==> src/core/asrc_pkg.sv <==
// Package: timing constants, states and request carriers for the memory controller
package asrc_pkg;
  localparam int ADDR_W = 18;
  localparam int DATA_W = 4;
  localparam int CLK_PERIOD_NS = 100;
  // Fastest grade figures in ns
  localparam int CYCLE_TIME_MIN_NS       = 15;
  localparam int ADDRESS_ACCESS_MAX_NS   = 15;
  localparam int SELECT_ACCESS_MAX_NS    = 15;
  localparam int OUTPUT_ON_ACCESS_MAX_NS = 6;
  localparam int OE_TO_FLOAT_MAX_NS      = 6;
  localparam int WRITE_PULSE_MIN_NS      = 12;
  localparam int ADDR_TO_WRITE_END_NS    = 12;
  localparam int DATA_TO_WRITE_END_NS    = 7;
  localparam int STROBE_TO_FLOAT_MAX_NS  = 6;
  // Least times rounded up, one cycle at least
  function automatic int ceil_cyc(input int ns);
    int c;
    c = (ns + CLK_PERIOD_NS - 1) / CLK_PERIOD_NS;
    return (c < 1) ? 1 : c;
  endfunction : ceil_cyc
  localparam int RD_WAIT_CYC = ceil_cyc(ADDRESS_ACCESS_MAX_NS > SELECT_ACCESS_MAX_NS ?
                                        ADDRESS_ACCESS_MAX_NS : SELECT_ACCESS_MAX_NS);
  localparam int WR_PULSE_CYC = ceil_cyc(WRITE_PULSE_MIN_NS > ADDR_TO_WRITE_END_NS ?
                                         WRITE_PULSE_MIN_NS : ADDR_TO_WRITE_END_NS);
  localparam int FLOAT_CYC = ceil_cyc(OE_TO_FLOAT_MAX_NS > STROBE_TO_FLOAT_MAX_NS ?
                                      OE_TO_FLOAT_MAX_NS : STROBE_TO_FLOAT_MAX_NS);
  localparam int CYCLE_CYC = ceil_cyc(CYCLE_TIME_MIN_NS);
  localparam int SYNC_STAGES = 2;
  localparam int DATA_SETUP_CYC = ceil_cyc(DATA_TO_WRITE_END_NS);
  // Read select window: access plus synchroniser, never below one cycle time
  localparam int RD_HOLD_CYC = (RD_WAIT_CYC + SYNC_STAGES > CYCLE_CYC) ?
                               RD_WAIT_CYC + SYNC_STAGES : CYCLE_CYC;
  // Strobe low time: pulse width, or float wait plus data setup, or cycle time
  localparam int WR_LOW_BASE = (WR_PULSE_CYC > FLOAT_CYC + DATA_SETUP_CYC) ?
                               WR_PULSE_CYC : FLOAT_CYC + DATA_SETUP_CYC;
  localparam int WR_LOW_CYC = (WR_LOW_BASE > CYCLE_CYC) ? WR_LOW_BASE : CYCLE_CYC;
  localparam logic [3:0] CNT_RESET = 4'h0;

  typedef enum logic [4:0] {
    ASRC_IDLE  = 5'h01,
    ASRC_RDACC = 5'h02,
    ASRC_RDEND = 5'h04,
    ASRC_WRPUL = 5'h08,
    ASRC_WREND = 5'h10
  } asrc_state_t;

  typedef struct packed {
    logic              valid;
    logic              write;
    logic [ADDR_W-1:0] addr;
    logic [DATA_W-1:0] wdata;
  } asrc_req_t;

  typedef struct packed {
    logic              selN;
    logic              oeN;
    logic              weN;
    logic [ADDR_W-1:0] addr;
    logic [DATA_W-1:0] dqOut;
    logic              dqOe;
  } asrc_pins_t;
endpackage : asrc_pkg

==> src/core/asrc_ctrl.sv <==
// Host controller for an asynchronous 256K x 4 static memory
// Summary of operation
// - Write-enable held high throughout every read.
// - Read cycle lasts at least fifteen nanoseconds.
// - Continuous select reads follow each address.
// - Write only with select, write-enable low, 12ns.
// - Write cycle lasts at least fifteen nanoseconds.
// - Address stable before and through write-enable; the controller sets it on the same edge that drops write-enable.
// - Data valid 7ns before write end.
`timescale 1ns/1ps
module asrc_ctrl (
  input  wire logic                        sys_clk,
  input  wire logic                        rst,
  input  wire asrc_pkg::asrc_req_t         req,
  output logic                             reqReady,
  output logic                             rdValid,
  output logic [asrc_pkg::DATA_W-1:0]      rdData,
  output logic                             memSelN,
  output logic                             memOeN,
  output logic                             memWeN,
  output logic [asrc_pkg::ADDR_W-1:0]      memAddr,
  output logic [asrc_pkg::DATA_W-1:0]      memDqOut,
  output logic                             memDqOe,
  input  wire logic [asrc_pkg::DATA_W-1:0] memDqIn
);
  typedef struct packed {
    asrc_pkg::asrc_state_t       state;
    logic [3:0]                  cnt;
    asrc_pkg::asrc_pins_t        pins;
    logic                        ready;
    logic                        rdValid;
    logic [asrc_pkg::DATA_W-1:0] rdData;
  } asrc_ctrl_st_t;

  asrc_ctrl_st_t               s_r;
  asrc_ctrl_st_t               s_nxt;
  logic [asrc_pkg::DATA_W-1:0] dqSync;

  // Sample pins only after two flops; read wait covers the extra latency
  asrc_sync u_sync (
    .sys_clk (sys_clk),
    .rst     (rst),
    .din     (memDqIn),
    .dout    (dqSync)
  );

  function automatic logic cnt_done(input logic [3:0] c, input int lim);
    return int'(c) >= lim - 1;
  endfunction : cnt_done

  // Deselect and float, keeping address and data where they are
  function automatic asrc_pkg::asrc_pins_t release_pins(input asrc_pkg::asrc_pins_t p);
    asrc_pkg::asrc_pins_t r;
    r      = p;
    r.selN = 1'b1;
    r.oeN  = 1'b1;
    r.weN  = 1'b1;
    r.dqOe = 1'b0;
    return r;
  endfunction : release_pins

  always_comb begin
    s_nxt = s_r;
    s_nxt.rdValid = 1'b0;
    unique case (s_r.state)
      asrc_pkg::ASRC_IDLE: begin
        s_nxt.pins  = release_pins(s_r.pins);
        s_nxt.ready = 1'b1;
        if (s_r.ready && req.valid) begin
          s_nxt.ready     = 1'b0;
          s_nxt.cnt       = asrc_pkg::CNT_RESET;
          s_nxt.pins.addr = req.addr;
          s_nxt.pins.selN = 1'b0;
          if (req.write) begin
            // Address and data set up with strobe; own data only after float time
            s_nxt.pins.weN  = 1'b0;
            s_nxt.pins.dqOut = req.wdata;
            s_nxt.state     = asrc_pkg::ASRC_WRPUL;
          end else begin
            // Select and output enable stay low for the whole access
            s_nxt.pins.oeN = 1'b0;
            s_nxt.state    = asrc_pkg::ASRC_RDACC;
          end
        end
      end
      asrc_pkg::ASRC_RDACC: begin
        s_nxt.cnt = s_r.cnt + 4'h1;
        // Access time plus synchroniser depth
        if (cnt_done(s_r.cnt, asrc_pkg::RD_HOLD_CYC)) begin
          s_nxt.rdData  = dqSync;
          s_nxt.rdValid = 1'b1;
          s_nxt.pins    = release_pins(s_r.pins);
          s_nxt.cnt   = asrc_pkg::CNT_RESET;
          s_nxt.state = asrc_pkg::ASRC_RDEND;
        end
      end
      asrc_pkg::ASRC_RDEND: begin
        // Let the device float before anyone drives the bus
        s_nxt.cnt = s_r.cnt + 4'h1;
        if (cnt_done(s_r.cnt, asrc_pkg::FLOAT_CYC)) begin
          s_nxt.ready = 1'b1;
          s_nxt.state = asrc_pkg::ASRC_IDLE;
        end
      end
      asrc_pkg::ASRC_WRPUL: begin
        s_nxt.cnt = s_r.cnt + 4'h1;
        if (cnt_done(s_r.cnt, asrc_pkg::FLOAT_CYC)) begin
          s_nxt.pins.dqOe = 1'b1;
        end
        // Pulse covers float wait, data setup and pulse width
        if (cnt_done(s_r.cnt, asrc_pkg::WR_LOW_CYC)) begin
          s_nxt.pins.weN = 1'b1;
          s_nxt.cnt   = asrc_pkg::CNT_RESET;
          s_nxt.state = asrc_pkg::ASRC_WREND;
        end
      end
      asrc_pkg::ASRC_WREND: begin
        // Address and data held one cycle past the write-enable rise
        s_nxt.pins      = release_pins(s_r.pins);
        s_nxt.ready     = 1'b1;
        s_nxt.state     = asrc_pkg::ASRC_IDLE;
      end
      default: begin
        s_nxt.state = asrc_pkg::ASRC_IDLE;
      end
    endcase
  end

  always_ff @(posedge sys_clk) begin
    if (rst) begin
      s_r.state <= asrc_pkg::ASRC_IDLE;
      s_r.cnt   <= asrc_pkg::CNT_RESET;
      s_r.pins  <= '{selN: 1'b1, oeN: 1'b1, weN: 1'b1, addr: 18'h00000, dqOut: 4'h0, dqOe: 1'b0};
      s_r.ready <= 1'b0;
      s_r.rdValid <= 1'b0;
      s_r.rdData  <= 4'h0;
    end else begin
      s_r <= s_nxt;
    end
  end

  assign reqReady = s_r.ready;
  assign rdValid  = s_r.rdValid;
  assign rdData   = s_r.rdData;
  assign memSelN  = s_r.pins.selN;
  assign memOeN   = s_r.pins.oeN;
  assign memWeN   = s_r.pins.weN;
  assign memAddr  = s_r.pins.addr;
  assign memDqOut = s_r.pins.dqOut;
  assign memDqOe  = s_r.pins.dqOe;
endmodule : asrc_ctrl

==> src/core/asrc_sync.sv <==
// Two-stage synchroniser for the data pins
`timescale 1ns/1ps
module asrc_sync (
  input  wire logic                          sys_clk,
  input  wire logic                          rst,
  input  wire logic [asrc_pkg::DATA_W-1:0]   din,
  output logic      [asrc_pkg::DATA_W-1:0]   dout
);
  typedef struct packed {
    logic [asrc_pkg::DATA_W-1:0] meta;
    logic [asrc_pkg::DATA_W-1:0] held;
  } asrc_sync_st_t;

  asrc_sync_st_t s_r;
  asrc_sync_st_t s_nxt;

  always_comb begin
    s_nxt      = s_r;
    s_nxt.meta = din;
    s_nxt.held = s_r.meta;
  end

  always_ff @(posedge sys_clk) begin
    if (rst) begin
      s_r <= '0;
    end else begin
      s_r <= s_nxt;
    end
  end

  // Only the second stage leaves the module
  assign dout = s_r.held;
endmodule : asrc_sync

==> config.mk <==
export PLATFORM = sky130hd
export DESIGN_NAME = asrc_ctrl
export DESIGN_NICKNAME = d
export VERILOG_FILES = /design/src/core/asrc_pkg.sv /design/src/core/asrc_ctrl.sv /design/src/core/asrc_sync.sv
export SDC_FILE = /design/constraint.sdc
export NUM_CORES = 1
export LEC_CHECK = 0
export ABC_CLOCK_PERIOD_IN_PS = 2300
export BUFFER_PORTS_ARGS = -buffer_cell sky130_fd_sc_hd__buf_2
export CAP_MARGIN = 20
export CORE_UTILIZATION = 34
export DETAILED_ROUTE_END_ITERATION = 10
export GPL_TIMING_DRIVEN = 0
export PLACE_DENSITY_LB_ADDON = 0.05
export SETUP_SLACK_MARGIN = 0.15
export SLEW_MARGIN = 0
export SYNTH_ARGS = -nofsm -noshare
export SYNTH_HDL_FRONTEND = slang
export SYNTH_SLANG_ARGS = --single-unit
export TNS_END_PERCENT = 5
==> constraint.sdc <==
create_clock -name sys_clk -period 2.3 [get_ports sys_clk]
set_input_delay 0.115 -clock sys_clk [delete_from_list [all_inputs] [get_ports sys_clk]]
set_output_delay 0.115 -clock sys_clk [all_outputs]
set_load 0.1 [all_outputs]
# Yosys cells after proc, flatten, opt, wreduce, memory -nomap -nowiden
# Cells that the tools add are included.
# word_totals
register_bits	49
latchBits	0
mem_bits_rw	0
romBits	0
input_bits	30
out_inout_bits	32
word_cells	59
mem_count	0
# classes
n_addsub	1
n_mul	0
n_div	0
order_cmp	2
n_eq_ne	8
shift	0
mux	17
bitwise_logic	1
reduce_logical	17
# ops
cell	count
$pmux 22 s2	1
$mux 35	1
$mux 34	1
$pmux 4 s4	1
$pmux 5 s3	1
$mux 9	1
$reduce_and 3->1	3
$mux 4	2
$reduce_and 2->1	4
$reduce_bool 4->1	2
$ne 2x2->1 const B	3
$pmux 2 s3	1
$reduce_bool 3->1	2
$reduce_or 2->1	3
$eq 5x1->1 const B	1
$eq 5x2->1 const B	1
$eq 5x3->1 const B	1
$eq 5x4->1 const B	1
$eq 5x5->1 const B	1
$mux 5	1
$add 4x1->4 const B	1
$ge 4x1->1 const B	1
$ge 4x2->1 const B	1
$mux 1	4
7 further kinds	7

# Logic depth before layout (Yosys ltp)
# Gate-level depths: netlist (run 1).
# logic_depth
word_depth	4
ltp_mapped	7
depth_no_buf	6

# Modules after synthesis
# From an unflattened synthesis (run 1), not the netlist that was laid out.
# hier_totals
hier_cells	248
area_unflattened_um2	2262.2
# modules_own_cells
module	n_inst	cells_each	area_per_inst_um2	seq_area_each_um2
asrc_ctrl	1	232	2052.0	820.8
asrc_sync	1	16	210.2	160.2

# Worst setup path after synthesis (run 1)
# No wires, ideal clock.
# synth_path
path_type	reg2reg
startpoint	reg s_r (netlist bit reqReady)
endpoint	reg s_r (netlist bit memSelN)
setup_time_ns	0.114
arrival_time_ns	2.012
required_ns	2.186
slack_ns	0.174
path_stages_with_launch	6
path_buffers	2
synth_period_minus_slack_ns	2.126
cell_sequence	dfxtp_1 -> nand2_1 -> or3b_1 -> buf_6 -> buf_6 -> a21o_1
# synth_between
elab_chain_len	3
# synth_lines
item	line_no	rtl
from (decl)	asrc_ctrl.sv:35	asrc_ctrl_st_t s_r;
from (signal assigned)	asrc_ctrl.sv:138	s_r <= s_nxt;
$logic_and 1x1->1	asrc_ctrl.sv:69	if (s_r.ready && req.valid) begin
$mux 34	asrc_ctrl.sv:69	
$pmux 2 s3	asrc_ctrl.sv:65	unique case (s_r.state)
# Every way passes these cells. The select of a mux whose other input is x is not followed.
# A chain may end at the register's enable or synchronous reset.

# Final worst setup path (run 1)
# layout_path
startpoint	reg s_r[32] (netlist bit)
endpoint	reg s_r (netlist bit memOeN)
# layout_between
elab_chain_len	3
# layout_lines
item	line_no	rtl
$ge 4x2->1	asrc_ctrl.sv:48	return int'(c) >= lim - 1;
$ne 2x2->1 (no line)	-	
$reduce_and 2->1 (no line)	-	
# Every way passes these cells.

==> results of run 1 <==
==> state kept, by name, indices dropped and copies added, names as in the netlist, 4 cells and up <==
| register | cells |
|---|---|
| memAddr | 18 |
| memDqOut | 4 |
| rdData | 4 |
| s_r | 9 |
| u_sync.dout | 4 |
| u_sync.s_nxt | 4 |
==> repair_timing <==
item,in CTS,in global routing
hold buffers,1,0
gates resized for setup,0,1
setup endpoints to repair,0,1
hold endpoints to repair,1,0
==> layer usage <==
metal,GRT usage (%),wire length [um],vias up
met4,4.70,62,0
met3,4.08,265,6
met5,0,0,-
met1,18.7,2300,787
met2,21.7,1970,50
li1,-,-,950
==> cell usage in the layout, fill, tap and decap left out, types with 2 or more instances in the layout <==
cell type and instances:
buf_2 66, dfxtp_1 48, nand2_1 42, buf_4 27
a21oi_1 25, nor2_1 13, nor2b_1 12, mux2i_1 8
clkbuf_1 5, clkbuf_8 5, ha_1 4, inv_1 3
buf_6 3, o21ai_0 3, xor2_1 3, nor3_1 3
nor4_1 3, nand3_1 3, a21o_1 3, nor3_2 2
o21ai_1 2, o21a_1 2, nand2b_1 2, a221o_1 2
o21bai_1 2
==> power by group through the flow <==
stage	registers [mW]	clock network, mW	logic, mW
6_report	0.909	0.546	0.509
5_1_grt	0.916	0.606	0.542
2_1_floorplan	0.966	0	0.378
3_3_place_gp	0.929	0	0.511
3_5_place_dp	0.930	0	0.511
4_1_cts	0.910	0.568	0.514
==> worst max-delay path, delay by kind of cell, from the launching register on <==
kind,cells,cell delay (ps)
AO/OA/AOI/OAI,3,620
buffers and inverters,1,110
adder cells (fa/ha/maj),1,230
AND/OR/NAND/NOR,1,460
flip-flops,1,420
==> cell type report <==
| cell class | instances | area share [%] |
|---|---|---|
| Sequential cell | 49 | 35.8 |
| Multi-Input combinational cell | 155 | 34.8 |
| Timing Repair Buffer | 62 | 11.5 |
| Buffer | 41 | 10.4 |
| Tap cell | 77 | 3.52 |
| Clock buffer | 5 | 2.51 |
| Clock inverter | 3 | 1.05 |
| Inverter | 3 | 0.411 |
==> path summary, 6_finish.rpt <==
path,start,endpoint,cells past startpoint
setup / recovery,s_r[32]$_SDFFE_PP0P_,memOeN$_SDFFE_PP1P_,6
setup reg to reg,s_r[32]$_SDFFE_PP0P_,memOeN$_SDFFE_PP1P_,6
hold reg to reg,u_sync.s_nxt[2]$_SDFF_PP0_,u_sync.dout[2]$_SDFF_PP0_,1
hold / removal,memDqIn[2],u_sync.s_nxt[2]$_SDFF_PP0_,2
==> per-stage QoR <==
| stage | setup WS [ps] | cells | power [mW] | instance area [um^2] |
|---|---|---|---|---|
| after CTS | 262 | 395 | 1.99 | 2740 |
| final | 370 | 395 | 1.96 | 2740 |
| after floorplan | 174 | 248 | 1.34 | 2230 |
| after global placement | 337 | 386 | 1.44 | 2630 |
| after global routing | 212 | 395 | 2.06 | 2740 |
| after detailed placement | 264 | 386 | 1.44 | 2630 |
==> cell families (layout without fill, tap and decap cells) <==
kind of cell | after synthesis | in the layout | share of synthesized area (%)
adder cells (fa/ha/maj) | 4 | 4 | 2.24
AND/OR/NAND/NOR | 92 | 92 | 21.8
XOR/XNOR | 3 | 3 | 1.18
buffers and inverters | 44 | 114 | 13.2
multiplexers | 8 | 8 | 3.59
flip-flops | 49 | 49 | 44.0
AO/OA/AOI/OAI | 48 | 48 | 13.9
==> Yosys cell counts (2+ instances only) <==
master / instances / area (um^2)
nand2_1: 42 / 158
clkbuf_1: 5 / 18.8
dfxtp_1: 49 / 981
inv_1: 3 / 11.3
nor3_1: 3 / 15.0
buf_6: 3 / 33.8
buf_4: 27 / 203
ha_1: 4 / 50.1
o21a_1: 2 / 15.0
mux2i_1: 8 / 80.1
xor2_1: 3 / 26.3
nand3_1: 3 / 15.0
o21ai_1: 2 / 10.0
nor2b_1: 12 / 75.1
a21oi_1: 25 / 125
a21o_1: 3 / 22.5
nor2_1: 13 / 48.8
nand2b_1: 2 / 12.5
nor3_2: 2 / 20.0
o21bai_1: 2 / 15.0
nor4_1: 3 / 18.8
a221o_1: 2 / 20.0
buf_2: 5 / 25.0
o21ai_0: 3 / 15.0
==> metrics.yaml, run 1 <==
status: "finished, violations left"
violations: "DRC"
hold_slack_ps: 7.09
synthesis.instances: 248
power.leakage_nw: 1.28
die_h_um: 83.0
grt_pass1_wl_um: 7770
core_um2: 6350
slew_violations: 0
rsz0062_at_grt: "false"
power_frac_comb_pct: 25.9
multi_input_area_um2: 953
post-dp-hpwl_um: 3360
ys_dominant_reg_cell: "dfxtp_1"
grt_overflow: 0
ys_seq_elements: 49
drive_above_1_share_pct: 35.5
async_flop_share_pct: 0
syn_to_final_growth_pct: 22.9
nNetsFinal: 351
pwr_density_cell_nw_per_um2: 717
dr_total_vias: 1793
fillCellCount: 663
crit_chain: "inv_1 > ha_1 > or4_1 > a211oi_2 > o21bai_1 > a21o_1"
rrSetupSlack_ps: 370
min_period_ps: 1930
seqCellArea_um2: 982
finalClockSkew_ps: 9.27
vias_per_cell: 4.54
synth-seq-area-share_pct: 44.0
tightest_slew_ps: 678
cts_tree: "done"
synth.net_count: 282
tns_ps: 0
p_switching_uw: 699
setup_viol: 0
drt_iter0_markers: 41
cts_buffer_depth: 2
critPathMaxFanout: 5
gp_routability_congestion: 0.742
relSlewSlack_pct: 54.4
synth.distinct_cells: 46
htreeDepth: 2
diodes: 0
crit_arrival_ps: 2140
critical_path_class: "reg -> reg"
hp-class: "in -> reg"
hold_viol_final: 0
final_util_pct: 43.2
cts_setup_buffers: 0
synth.avg_cell_area_um2: 8.99
finalWirelength_um: 4600
power.internal_mw: 1.26
synth_area_um2: 2230
period_share_pct: 83.9
cts_buffers: 5
grt_max_degree: 19
port_buffers: 61
ctsRootBufferMaster: "clkbuf_8"
power_frac_seq_pct: 46.3
io_pins: 62
die_area_um2: 6890
swShare_pct: 35.6
drc: 2
grtUsageTotal_pct: 14.0
path_clk_slew_ps: 100
slowest_stage: "or4_1"
wl_per_cell_um: 11.6
start_util_pct: 35.1
critPathLaunchType: "flip-flop"
cts.sinks: 49
pwr-share-clk_pct: 27.8
worstPathRequired_ps: 2510
ant_nets: 0
end_kind: "flip-flop"
synth_edf_count: 0
antenna_found_initial: 0
peakVddDrop_uv: 302
chipWidth_um: 83.0
cp_slowest_stage_delay_ps: 460
firstDrtPassIters: 7
grt_pass1_vias: 1614
drv_cap: 0
insertion_delay_ps: 310
fmax_ghz: 0.518
fp-row-count: 29
yosysWarnings: 0
(Power assumes the default switching activity.)
==> run 2: changes to the inputs <==
- ABC_AREA: not set -> 1
- ABC_CLOCK_PERIOD_IN_PS: 2300 -> 1560
- clock period: 2.3 -> 1.56 ns (I/O delays scaled with it)
==> run 2 against run 1 <==
Largest cell class is now multi-input combinational cells. Via count increased by 20%. The run still ends with DRC left. Critical endpoint is now memSelN$_SDFFE_PP1P_. First-iteration DRC count up 100%. Critical path depth grew 4. Register-to-register slack got worse by 150 ps. Critical path type unchanged.
==> metrics.yaml, run 2 <==
status: "finished, violations left"
violations: "DRC"
p_total_mw: 3.83
hp-start: "req[5]"
wl_per_cell_um: 11.2
port_buffers: 60
chipWidth_um: 84.0
synth_edf_count: 0
fmax_ghz: 0.748
post-dp-hpwl_um: 3770
synth_top_family_by_area: "simple AND/OR/NAND/NOR gates"
synth.net_count: 350
rsz0062_at_grt: "true"
cp_slowest_stage_delay_ps: 370
synth-simple-area-share_pct: 29.3
yosysTopAreaCell: "dfxtp_1"
tightest_slew_ps: 500
crit_arrival_ps: 1510
cts_buffers: 5
grt_pass1_wl_um: 9140
ys_dominant_reg_cell: "dfxtp_1"
gp_routability_congestion: 0.790
dp.cells: 453
yosysWarnings: 0
synth_common_cells: "54 x nor2_1, 49 x dfxtp_1, 44 x nand2_1"
nNetsFinal: 436
r2r_start: "s_r[32]$_SDFFE_PP0P_"
final_util_pct: 48.3
post-place-ws_ps: -137
grtUsageTotal_pct: 16.0
synthXorXnorAreaFrac_pct: 0
yosys-mux-area-fraction_pct: 0
drv_cap: 0
drt_iter0_markers: 83
end_kind: "flip-flop"
cts.sinks: 49
firstDrtPassIters: 7
syn_to_final_growth_pct: 35.5
drc: 7
cts_buffer_depth: 2
multi_input_area_um2: 1020
synth-seq-area-share_pct: 42.9
path_clk_slew_ps: 100
yosysMostFrequentCell: "nor2_1"
synth_top_cells_by_area: "dfxtp_1 43%, buf_4 8.9%, nor2_1 8.9%, nand2_1 7.2%, inv_1 5.6%"
hp-class: "in -> reg"
yosysTopAreaCellShare_pct: 42.9
relSlewSlack_pct: 66.7
fillCellCount: 680
stdcell_count: 480
vias_per_cell: 4.48
slew_violations: 0
worstReg2RegEnd: "memSelN$_SDFFE_PP1P_"
worstPathRequired_ps: 1730
peakVddDrop_uv: 569
largest_reg_flops: 18
drive_above_1_share_pct: 36.0
core_um2: 6420
critPathMaxFanout: 6
ant_nets: 0
pwr_density_cell_nw_per_um2: 1240
synth.distinct_cells: 22
diodes: 0
grt_pass1_vias: 2053
whs_path_depth: 3
post-route-worst-setup-slack_ps: 223
antenna_found_initial: 0
dr_total_vias: 2150
synth-adder-area-share_pct: 2.19
cts_tree: "done"
finalClockSkew_ps: 7.94
critical_path_class: "reg -> reg"
final_cell_mix: "63 x buf_2, 50 x nor2_1, 43 x dfxtp_1, 37 x nand2_1, 30 x buf_4"
fp-row-count: 29
rrSetupSlack_ps: 220
synthesis.instances: 316
reg2regPathDepth: 10
htreeDepth: 2
synth_compound_area_share_pct: 9.41
finalWirelength_um: 5400
final_common_cell: "buf_2"
period_share_pct: 85.7
hold_slack_ps: 9.91
io_pins: 62
grt_overflow: 0
ctsRootBufferMaster: "clkbuf_8"
die_h_um: 84.0
synth_area_um2: 2290
setup_viol: 0
insertion_delay_ps: 300
min_period_ps: 1340
critPathMostFrequentCell: "nand2_4"
start_util_pct: 35.6
seqCellArea_um2: 996
ys_seq_elements: 49
min_to: "memAddr[1]$_SDFFE_PP0P_"
crit_chain: "inv_4 > ha_4 > inv_2 > nand2_2 > nor2_4 > nand2_4 > nand2_4 > inv_1 > nand2_1 > nand3_1"
hold_viol_final: 0
die_area_um2: 7060
power.leakage_nw: 1.57
async_flop_share_pct: 0
critPathLaunchType: "flip-flop"
slowest_stage: "dfxtp_4"
grt_max_degree: 16
synth.avg_cell_area_um2: 7.24
[run 2: final cells by class]
cell class                 instances  area share, %
buffer                            37           8.03
clock buffer                       6           2.66
inverter                          34           4.28
clock inverter                     2           1.21
timing repair buffer              79           15.5
multi-input combinational        196           33.0
tap                               77           3.11
sequential                        49           32.1
[run 2: per-stage QoR]
stage | cell area, um^2 | TNS (ps)
after global routing | 3100 | 0
after global placement | 2690 | -358
after CTS | 2980 | 0
after detailed placement | 2690 | -490
after floorplan | 2290 | 0
final | 3100 | 0
[run 2: power breakdown]
part	internal [mW]	leakage, nW	switching, mW	total [mW]
Clock	0.522	0.0574	0.439	0.961
Sequential	1.37	0.403	0.0664	1.44
Combinational	0.382	1.11	1.05	1.43
Total	2.27	1.57	1.56	3.83
[run 2: kinds of logic after synthesis]
family / count (synthesis)
and+or+nand+nor: 151
buffers and inverters: 71
DFF: 49
AOI/OAI and AO/OA: 41
adders and majority gates: 4
[run 2: how the worst max path moves through the flow]
stage                         start                   end  slack [ps]
2_1_floorplan  s_r[32]$_SDFFE_PP0P_   memOeN$_SDFFE_PP1P_         170
3_3_place_gp   s_r[32]$_SDFFE_PP0P_  memSelN$_SDFFE_PP1P_        -140
3_5_place_dp   s_r[32]$_SDFFE_PP0P_  memSelN$_SDFFE_PP1P_        -140
4_1_cts        s_r[32]$_SDFFE_PP0P_  memSelN$_SDFFE_PP1P_         140
5_1_grt        s_r[37]$_SDFFE_PP0P_  s_r[34]$_SDFFE_PP0P_         110
6_report       s_r[32]$_SDFFE_PP0P_  memSelN$_SDFFE_PP1P_         220
[run 2: repair_timing]
action | 4_1_cts | 5_1_grt
hold buffers | 14 | 0
pin swaps | 3 | 7
hold endpoints to repair | 14 | 0
cloned | 0 | 0
resized for setup | 9 | 33
setup buffers | 3 | 2
endpoints found under the setup margin | 14 | 19
[run 2: layer usage]
layer	routed length (um)	global-route usage [%]	vias to the layer above
li1	-	-	1141
met1	2590	20.0	962
met2	2540	27.4	41
met3	215	3.56	6
met4	57	5.02	0
met5	0	0	-
[run 2: critical path: cells and delay by family (launching register included)]
kind	cells	cell delay (ps)
buffers and inverters	3	170
adder cells (fa/ha/maj)	1	150
flip-flops	1	370
AND/OR/NAND/NOR	6	500
